`src/core/ifsb_regs.svh`:
```
// Register map constants of the interrupt flag status bank.
// Assumes a 32-bit AHB-Lite bus with one aligned word per register.
`ifndef IFSB_REGS_SVH
`define IFSB_REGS_SVH

`define IFSB_FLAGS_OFFSET 32'h0000_0000
`define IFSB_FLAGS_RESET 16'h0000
`define IFSB_FLAGS_MASK 16'h4066

`define IFSB_RTCC_BIT 14
`define IFSB_EXT4_BIT 6
`define IFSB_EXT3_BIT 5
`define IFSB_I2C2_MASTER_BIT 2
`define IFSB_I2C2_SLAVE_BIT 1

`define IFSB_HRESP_OKAY 1'h0

`endif

```
`src/core/ifsb_pkg.sv`:
```
// Types shared by the interrupt flag status bank modules.
// Assumes the register map header is compiled alongside.
package ifsb_pkg;

    typedef logic [15:0] ifsb_flags_t;
    typedef logic [31:0] ifsb_word_t;

endpackage : ifsb_pkg

```
`src/core/ifsb_ahb_port.sv`:
```
// AHB-Lite address-phase decoder for the flag bank.
// Assumes the slave never inserts wait states, so every data phase lasts one cycle.
`timescale 1ns/1ps
`include "ifsb_regs.svh"

module ifsb_ahb_port (
    input wire logic i_clk,
    input wire logic i_reset_n,
    input wire logic i_hsel,
    input wire logic [31:0] i_haddr,
    input wire logic [1:0] i_htrans,
    input wire logic i_hwrite,
    input wire logic i_hready,
    output logic o_rd_take,
    output logic o_wr_pend
);

    logic wr_q;
    logic wr_d;
    logic xfer_valid;
    logic addr_hit;

    function automatic logic word_hit(input logic [31:0] addr);
        word_hit = (addr[31:2] == 30'(`IFSB_FLAGS_OFFSET >> 2));
    endfunction : word_hit

    // Bit 1 of htrans is high for NONSEQ and SEQ; IDLE and BUSY carry no transfer.
    assign xfer_valid = i_hsel & i_hready & i_htrans[1];
    assign addr_hit = word_hit(i_haddr);
    assign o_rd_take = xfer_valid & ~i_hwrite & addr_hit;
    assign wr_d = xfer_valid & i_hwrite & addr_hit;
    assign o_wr_pend = wr_q;

    always_ff @(posedge i_clk or negedge i_reset_n)
    begin
        if (!i_reset_n)
        begin
            wr_q <= 1'b0;
        end
        else
        begin
            wr_q <= wr_d;
        end
    end

endmodule : ifsb_ahb_port

```
`src/core/ifsb_bank.sv`:
```
// Interrupt flag status bank: one 16-bit word of sticky request flags behind AHB-Lite.
// Assumes the request inputs come from logic on i_clk and are high for each cycle of a request.
//
// How it works
// - Bit 14 is the real-time clock/calendar flag, set by its request.
// - Bit 6 is the external line 4 flag, set by its request.
// - Bit 5 is the external line 3 flag, set by its request.
// - Bit 2 is the second I2C port master event flag, set by request.
// - Bit 1 is the second I2C port slave event flag, set by request.
// - Bits 15, 13-7, 4-3 and 0 read zero and ignore writes.
// - Implemented flags are set by hardware and read and written by software.
// - One means the request has occurred, zero means it has not.
`timescale 1ns/1ps
`include "ifsb_regs.svh"

module ifsb_bank (
    input wire logic i_clk,
    input wire logic i_reset_n,
    input wire logic i_hsel,
    input wire logic [31:0] i_haddr,
    input wire logic [1:0] i_htrans,
    input wire logic [2:0] i_hsize,
    input wire logic i_hwrite,
    input wire logic i_hready,
    input wire logic [31:0] i_hwdata,
    input wire logic i_rtcc_req,
    input wire logic i_ext_line4_req,
    input wire logic i_ext_line3_req,
    input wire logic i_i2c_port2_master_req,
    input wire logic i_i2c_port2_slave_req,
    output logic [31:0] o_hrdata,
    output logic o_hreadyout,
    output logic o_hresp,
    output logic [15:0] o_flags,
    output logic o_rtcc_event_flag,
    output logic o_ext_line4_event_flag,
    output logic o_ext_line3_event_flag,
    output logic o_i2c_port2_master_event_flag,
    output logic o_i2c_port2_slave_event_flag
);

    ifsb_pkg::ifsb_flags_t flags_q;
    ifsb_pkg::ifsb_flags_t flags_d;
    ifsb_pkg::ifsb_flags_t set_vec;
    ifsb_pkg::ifsb_flags_t wr_val;
    ifsb_pkg::ifsb_word_t hrdata_q;
    ifsb_pkg::ifsb_word_t hrdata_d;
    logic hreadyout_q;
    logic hresp_q;
    logic rd_take;
    logic wr_pend;

    // Places each request at its flag position; positions outside the mask stay zero.
    function automatic ifsb_pkg::ifsb_flags_t place_requests(
        input logic rtcc,
        input logic ext4,
        input logic ext3,
        input logic i2c_m,
        input logic i2c_s
    );
        ifsb_pkg::ifsb_flags_t v;
        v = `IFSB_FLAGS_RESET;
        v[`IFSB_RTCC_BIT] = rtcc;
        v[`IFSB_EXT4_BIT] = ext4;
        v[`IFSB_EXT3_BIT] = ext3;
        v[`IFSB_I2C2_MASTER_BIT] = i2c_m;
        v[`IFSB_I2C2_SLAVE_BIT] = i2c_s;
        place_requests = v;
    endfunction : place_requests

    ifsb_ahb_port u_port (
        .i_clk(i_clk),
        .i_reset_n(i_reset_n),
        .i_hsel(i_hsel),
        .i_haddr(i_haddr),
        .i_htrans(i_htrans),
        .i_hwrite(i_hwrite),
        .i_hready(i_hready),
        .o_rd_take(rd_take),
        .o_wr_pend(wr_pend)
    );

    assign set_vec = place_requests(
        i_rtcc_req,
        i_ext_line4_req,
        i_ext_line3_req,
        i_i2c_port2_master_req,
        i_i2c_port2_slave_req
    );

    // Unimplemented positions are masked off the write data so they can never hold a one.
    assign wr_val = i_hwdata[15:0] & `IFSB_FLAGS_MASK;

    // A set in the same cycle as a software write of zero wins, so no request is lost.
    assign flags_d = ((wr_pend ? wr_val : flags_q) | set_vec) & `IFSB_FLAGS_MASK;

    // Reads sample the next value so a write or set landing on the same edge is seen at once.
    assign hrdata_d = rd_take ? {16'h0000, flags_d} : 32'h0000_0000;

    always_ff @(posedge i_clk or negedge i_reset_n)
    begin
        if (!i_reset_n)
        begin
            flags_q <= `IFSB_FLAGS_RESET;
        end
        else
        begin
            flags_q <= flags_d;
        end
    end

    always_ff @(posedge i_clk or negedge i_reset_n)
    begin
        if (!i_reset_n)
        begin
            hrdata_q <= 32'h0000_0000;
            hreadyout_q <= 1'b1;
            hresp_q <= `IFSB_HRESP_OKAY;
        end
        else
        begin
            hrdata_q <= hrdata_d;
            hreadyout_q <= 1'b1;
            hresp_q <= `IFSB_HRESP_OKAY;
        end
    end

    assign o_hrdata = hrdata_q;
    assign o_hreadyout = hreadyout_q;
    assign o_hresp = hresp_q;
    assign o_flags = flags_q;
    assign o_rtcc_event_flag = flags_q[`IFSB_RTCC_BIT];
    assign o_ext_line4_event_flag = flags_q[`IFSB_EXT4_BIT];
    assign o_ext_line3_event_flag = flags_q[`IFSB_EXT3_BIT];
    assign o_i2c_port2_master_event_flag = flags_q[`IFSB_I2C2_MASTER_BIT];
    assign o_i2c_port2_slave_event_flag = flags_q[`IFSB_I2C2_SLAVE_BIT];

    // Each request shows in its flag one edge later, whatever software writes meanwhile.
    rtcc_flag_set_a : assert property (
        @(posedge i_clk) disable iff (!i_reset_n)
        i_rtcc_req |=> o_rtcc_event_flag && o_flags[14]
    )
    else
        $error("Clock/calendar request did not set bit 14.");

    ext4_flag_set_a : assert property (
        @(posedge i_clk) disable iff (!i_reset_n)
        i_ext_line4_req |=> o_flags[6] ##1 (o_flags[6] || ($past(wr_pend) && !$past(i_hwdata[6])))
    )
    else
        $error("Line 4 request did not set bit 6 or it dropped without a write.");

    ext3_flag_set_a : assert property (
        @(posedge i_clk) disable iff (!i_reset_n)
        i_ext_line3_req |=> o_flags[5] && o_ext_line3_event_flag
    )
    else
        $error("Line 3 request did not set bit 5.");

    i2c_master_set_a : assert property (
        @(posedge i_clk) disable iff (!i_reset_n)
        i_i2c_port2_master_req |=> o_flags[2] && o_i2c_port2_master_event_flag
    )
    else
        $error("I2C master request did not set bit 2.");

    i2c_slave_set_a : assert property (
        @(posedge i_clk) disable iff (!i_reset_n)
        i_i2c_port2_slave_req |=> o_flags[1] && !(o_flags[2] && !$past(o_flags[2])
            && !$past(i_i2c_port2_master_req) && !$past(wr_pend))
    )
    else
        $error("I2C slave request did not set bit 1, or bit 2 rose with no cause.");

    unused_bits_zero_a : assert property (
        @(posedge i_clk) disable iff (!i_reset_n)
        (o_flags & ~`IFSB_FLAGS_MASK) == 16'h0000 && o_hrdata[31:16] == 16'h0000
            && (o_hrdata[15:0] & ~`IFSB_FLAGS_MASK) == 16'h0000
    )
    else
        $error("An unimplemented bit reads as one.");

    write_lands_a : assert property (
        @(posedge i_clk) disable iff (!i_reset_n)
        wr_pend && set_vec == 16'h0000 |=> o_flags == ($past(i_hwdata[15:0]) & `IFSB_FLAGS_MASK)
    )
    else
        $error("Software write did not land in the flag word.");

    read_returns_a : assert property (
        @(posedge i_clk) disable iff (!i_reset_n)
        rd_take |=> o_hrdata == {16'h0000, o_flags} && o_hreadyout && o_hresp == `IFSB_HRESP_OKAY
    )
    else
        $error("Read data does not match the flag word.");

    flag_holds_a : assert property (
        @(posedge i_clk) disable iff (!i_reset_n)
        !wr_pend && set_vec == 16'h0000 |=> $stable(o_flags)
    )
    else
        $error("Flag word changed with no request and no write.");

    flag_only_rises_a : assert property (
        @(posedge i_clk) disable iff (!i_reset_n)
        $rose(o_rtcc_event_flag) |-> $past(i_rtcc_req) || ($past(wr_pend) && $past(i_hwdata[14]))
    )
    else
        $error("Clock/calendar flag set without a request or write.");

    set_beats_clear_a : assert property (
        @(posedge i_clk) disable iff (!i_reset_n)
        wr_pend && i_hwdata[15:0] == 16'h0000 && i_ext_line3_req |=> o_ext_line3_event_flag
            && o_flags == $past(set_vec)
    )
    else
        $error("A same-cycle request was lost to a clearing write.");

    idle_read_zero_a : assert property (
        @(posedge i_clk) disable iff (!i_reset_n)
        !rd_take |=> o_hrdata == 32'h0000_0000
    )
    else
        $error("Read data drives a value outside a read data phase.");

    // A flag may only rise because its source asked or software wrote a one to it.
    ext4_only_rises_a : assert property (
        @(posedge i_clk) disable iff (!i_reset_n)
        $rose(o_ext_line4_event_flag) |-> $past(i_ext_line4_req)
            || ($past(wr_pend) && $past(i_hwdata[`IFSB_EXT4_BIT]))
    )
    else
        $error("Line 4 flag set without a request or write.");

    ext3_only_rises_a : assert property (
        @(posedge i_clk) disable iff (!i_reset_n)
        $rose(o_ext_line3_event_flag) |-> $past(i_ext_line3_req)
            || ($past(wr_pend) && $past(i_hwdata[`IFSB_EXT3_BIT]))
    )
    else
        $error("Line 3 flag set without a request or write.");

    i2c_master_rises_a : assert property (
        @(posedge i_clk) disable iff (!i_reset_n)
        $rose(o_i2c_port2_master_event_flag) |-> $past(i_i2c_port2_master_req)
            || ($past(wr_pend) && $past(i_hwdata[`IFSB_I2C2_MASTER_BIT]))
    )
    else
        $error("I2C master flag set without a request or write.");

    i2c_slave_rises_a : assert property (
        @(posedge i_clk) disable iff (!i_reset_n)
        $rose(o_i2c_port2_slave_event_flag) |-> $past(i_i2c_port2_slave_req)
            || ($past(wr_pend) && $past(i_hwdata[`IFSB_I2C2_SLAVE_BIT]))
    )
    else
        $error("I2C slave flag set without a request or write.");

    // Requests only ever add ones, so without a write no flag may fall.
    flags_never_fall_a : assert property (
        @(posedge i_clk) disable iff (!i_reset_n)
        !wr_pend |=> ($past(o_flags) & ~o_flags) == 16'h0000
    )
    else
        $error("A flag fell with no software write.");

    set_wins_all_a : assert property (
        @(posedge i_clk) disable iff (!i_reset_n)
        wr_pend && set_vec != 16'h0000 |=> (o_flags & $past(set_vec)) == $past(set_vec)
    )
    else
        $error("A request was lost to a same-cycle write.");

    // A written zero clears its flag whenever no request for it arrives on the same edge.
    rtcc_clear_a : assert property (
        @(posedge i_clk) disable iff (!i_reset_n)
        wr_pend && !i_hwdata[`IFSB_RTCC_BIT] && !i_rtcc_req |=> !o_rtcc_event_flag
    )
    else
        $error("Writing zero did not clear the clock/calendar flag.");

    ext4_clear_a : assert property (
        @(posedge i_clk) disable iff (!i_reset_n)
        wr_pend && !i_hwdata[`IFSB_EXT4_BIT] && !i_ext_line4_req |=> !o_ext_line4_event_flag
    )
    else
        $error("Writing zero did not clear the line 4 flag.");

    ext3_clear_a : assert property (
        @(posedge i_clk) disable iff (!i_reset_n)
        wr_pend && !i_hwdata[`IFSB_EXT3_BIT] && !i_ext_line3_req |=> !o_ext_line3_event_flag
    )
    else
        $error("Writing zero did not clear the line 3 flag.");

    i2c_master_clear_a : assert property (
        @(posedge i_clk) disable iff (!i_reset_n)
        wr_pend && !i_hwdata[`IFSB_I2C2_MASTER_BIT] && !i_i2c_port2_master_req |=> !o_i2c_port2_master_event_flag
    )
    else
        $error("Writing zero did not clear the I2C master flag.");

    i2c_slave_clear_a : assert property (
        @(posedge i_clk) disable iff (!i_reset_n)
        wr_pend && !i_hwdata[`IFSB_I2C2_SLAVE_BIT] && !i_i2c_port2_slave_req |=> !o_i2c_port2_slave_event_flag
    )
    else
        $error("Writing zero did not clear the I2C slave flag.");

endmodule : ifsb_bank

```
`config.mk`:
```
export PLATFORM = sky130hd
export DESIGN_NAME = ifsb_bank
export DESIGN_NICKNAME = d
export VERILOG_FILES = /design/src/core/ifsb_pkg.sv /design/src/core/ifsb_ahb_port.sv /design/src/core/ifsb_bank.sv
export VERILOG_INCLUDE_DIRS = /design/src /design/src/core
export SDC_FILE = /design/constraint.sdc
export NUM_CORES = 1
export LEC_CHECK = 0
export ABC_CLOCK_PERIOD_IN_PS = 1480
export BUFFER_PORTS_ARGS = -buffer_cell sky130_fd_sc_hd__buf_2
export CORE_MARGIN = 2
export CORE_UTILIZATION = 29
export DETAILED_ROUTE_END_ITERATION = 16
export HOLD_SLACK_MARGIN = 0.15
export MAX_ROUTING_LAYER = met4
export PLACE_DENSITY = 0.92
export SYNTH_ARGS = -nofsm -noshare
export SYNTH_HDL_FRONTEND = slang
export SYNTH_HIERARCHICAL = 1
export SYNTH_SLANG_ARGS = --single-unit
```
`constraint.sdc`:
```
create_clock -name i_clk -period 1.48 [get_ports i_clk]
set_input_delay 0.222 -clock i_clk [delete_from_list [all_inputs] [get_ports i_clk]]
set_output_delay 0.222 -clock i_clk [all_outputs]
set_load 0.02 [all_outputs]
```
==> impl_metrics.tcl <==
set metrics [dict create \
    finalSetupTns_ns 0 \
    critPathMaxFanout 5 \
    min_path_type "in -> reg" \
    multi_input_area_um2 390 \
    grt_start_max_net_pins 12 \
    syn_area_um2 861 \
    grt_usage 0.116 \
    place.gp.congestion 0.725 \
    dpl.hpwl_mm 1.71 \
    ioPinCount 134 \
    htree_levels 1 \
    drv_slew 0 \
    grt_pass1_vias 725 \
    diodes 0 \
    ys_types 14 \
    cts_tree "yes" \
    skew_ns 0.00446 \
    slowest_stage "nor4_1" \
    r2r_slack_ns 0.35 \
    detail-route-antenna-nets 0 \
    wl_per_cell_um 10.4 \
    cp_top_family "simple AND/OR/NAND/NOR gates" \
    max_stage_delay_ns 0.40 \
    detailroute.via_count 729 \
    cp.buffers_inverters 2 \
    cts.sinks 11 \
    crit_type "in -> reg" \
    hp-start "i_ext_line4_req" \
    synthCells 92 \
    globalRouteOverflowTotal 0 \
    clockBufferDepth 2 \
    fillCellCount 280 \
    drive_gt1_frac 0.490 \
    path_clk_slew_ns 0.07 \
    cp-end-kind "flip-flop" \
    drt_wl_total_mm 1.90 \
    drt-vias-per-instance 4.01 \
    cts_buffers 3 \
    yosysSeqAreaShare 0.320 \
    leakage_uw 0.000557 \
    hold_slack_ns 0.176 \
    drc_errors 0 \
    whs_endpoint "o_flags[6]" \
    hold_viol 0 \
    regArea_um2 275 \
    required_ns 1.68 \
    die_h_um 58.5 \
    fmax_mhz 814 \
    postCtsSetupRepairBufs 0 \
    yosys_register_bits 11 \
    cts_root_buf "clkbuf_4" \
    die_w_um 58.5 \
    fin_crit_ns 1.23 \
    r2r_end "o_flags[14]" \
    initial_core_util 0.309 \
    status "completed" \
    portBuffers 60 \
    r2r_cells 2 \
    drtIter0Drc 22 \
    dr.pass1.iters 4 \
    fin_nets 231 \
    grt_pass1_wl_mm 2.90 \
    ys.warnings.count 6 \
    irDropWorstVdd_mv 0.412 \
    worstSkewPairLatency_ns 0.26 \
    min_period_over_period 0.831 \
    area_growth_pct 21.8 \
    startpoint_type "input port" \
    syn_area_per_cell_um2 9.36 \
    powerDensity_nw_per_um2 633 \
    max-cap-violations 0 \
    crit_chain "buf_2 -> nor4_1 -> nand4_1 -> nor3_1 -> buf_4 -> o31a_2" \
    finalPower_uw 663 \
    reg2reg_from "u_port/o_wr_pend" \
    core_um2 2780 \
    rsz0062_at_grt "false" \
    rows 19 \
    min_path_cells 2 \
    design.die.area_um2 3420 \
    arrival_ns 1.43 \
    cts_resized 0 \
    final_cell_mix "buf_2 (60), conb_1 (40), dfrtp_1 (11), nor4_1 (6)" \
    final_common_cell "buf_2" \
    setup_violations 0 \
    antenna_found_initial 0 \
]
[kinds of logic (layout without fill, tap and decap cells)]
kind of cell / after synthesis / after routing / synth area share
flip-flops: 11 / 11 / 0.320
AND/OR/NAND/NOR: 29 / 29 / 0.221
AO/OA/AOI/OAI: 5 / 5 / 0.0581
other: 2 / 40 / 0.00872
buffers and inverters: 45 / 66 / 0.392
[Yosys cell counts]
| master | count | area [um2] |
|---|---|---|
| nand4_1 | 3 | 18.8 |
| nand4b_1 | 1 | 8.76 |
| and2_1 | 1 | 6.26 |
| conb_1 | 2 | 7.51 |
| nor3_1 | 2 | 10.0 |
| nor2_1 | 1 | 3.75 |
| o31a_2 | 5 | 50.1 |
| buf_4 | 45 | 338 |
| or3_1 | 5 | 31.3 |
| dfrtp_1 | 11 | 275 |
| nor4_1 | 6 | 37.5 |
| nor4_2 | 1 | 12.5 |
| and2_2 | 4 | 30.0 |
| nor2b_1 | 5 | 31.3 |
[how the worst max path moves through the flow]
stage	slack [ns]	to	depth (start not counted)	start
2_1_floorplan	0.23	o_hrdata[14]	4	i_haddr[18]
3_3_place_gp	0.05	o_hrdata[6]	6	i_haddr[13]
3_5_place_dp	-0.02	o_hrdata[2]	6	i_haddr[13]
4_1_cts	0.25	o_hrdata[2]	6	i_haddr[13]
5_1_grt	0.16	o_hrdata[2]	6	i_haddr[13]
6_report	0.25	o_hrdata[2]	6	i_haddr[13]
[through the flow]
stage               setup WS (ns)   util  cell area (um2)  std cells
global route                0.162  0.377             1050        182
detailed placement        -0.0225  0.364             1010        177
CTS                         0.253  0.377             1050        182
global placement           0.0474  0.364             1010        177
floorplan                   0.230      -             1000        130
finish                      0.251  0.377             1050        182
[flip-flops by register name, indices dropped and copies added (netlist names)]
name / flops
o_hrdata: 5
u_port/o_wr_pend: 1
o_flags: 5
[final cells by class]
type                            count  area share
Sequential cell                    11       0.263
Timing Repair Buffer               62       0.303
Clock buffer                        4      0.0251
Tap cell                           31      0.0370
Multi-Input combinational cell     74       0.372
[timing repair]
action,4_1_cts,5_1_grt
hold endpoints to repair,11,0
hold buffers,1,0
setup endpoints to repair,0,0
[report_power, final]
group | leakage (uW) | switching [uW] | internal (uW) | total, uW
combinational | 0.000415 | 118 | 46.9 | 165
sequential | 0.000128 | 0.0000000328 | 300 | 300
clock | 0.0000150 | 94.1 | 104 | 198
[routing by layer]
| layer | vias to the layer above | wire (um) | track usage |
|---|---|---|---|
| met1 | 319 | 643 | 0.110 |
| met5 | - | 0 | - |
| met4 | 0 | 23 | 0.0598 |
| met2 | 59 | 1010 | 0.233 |
| li1 | 349 | - | - |
| met3 | 2 | 220 | 0.00220 |
Power figures use the tool's default switching activity.
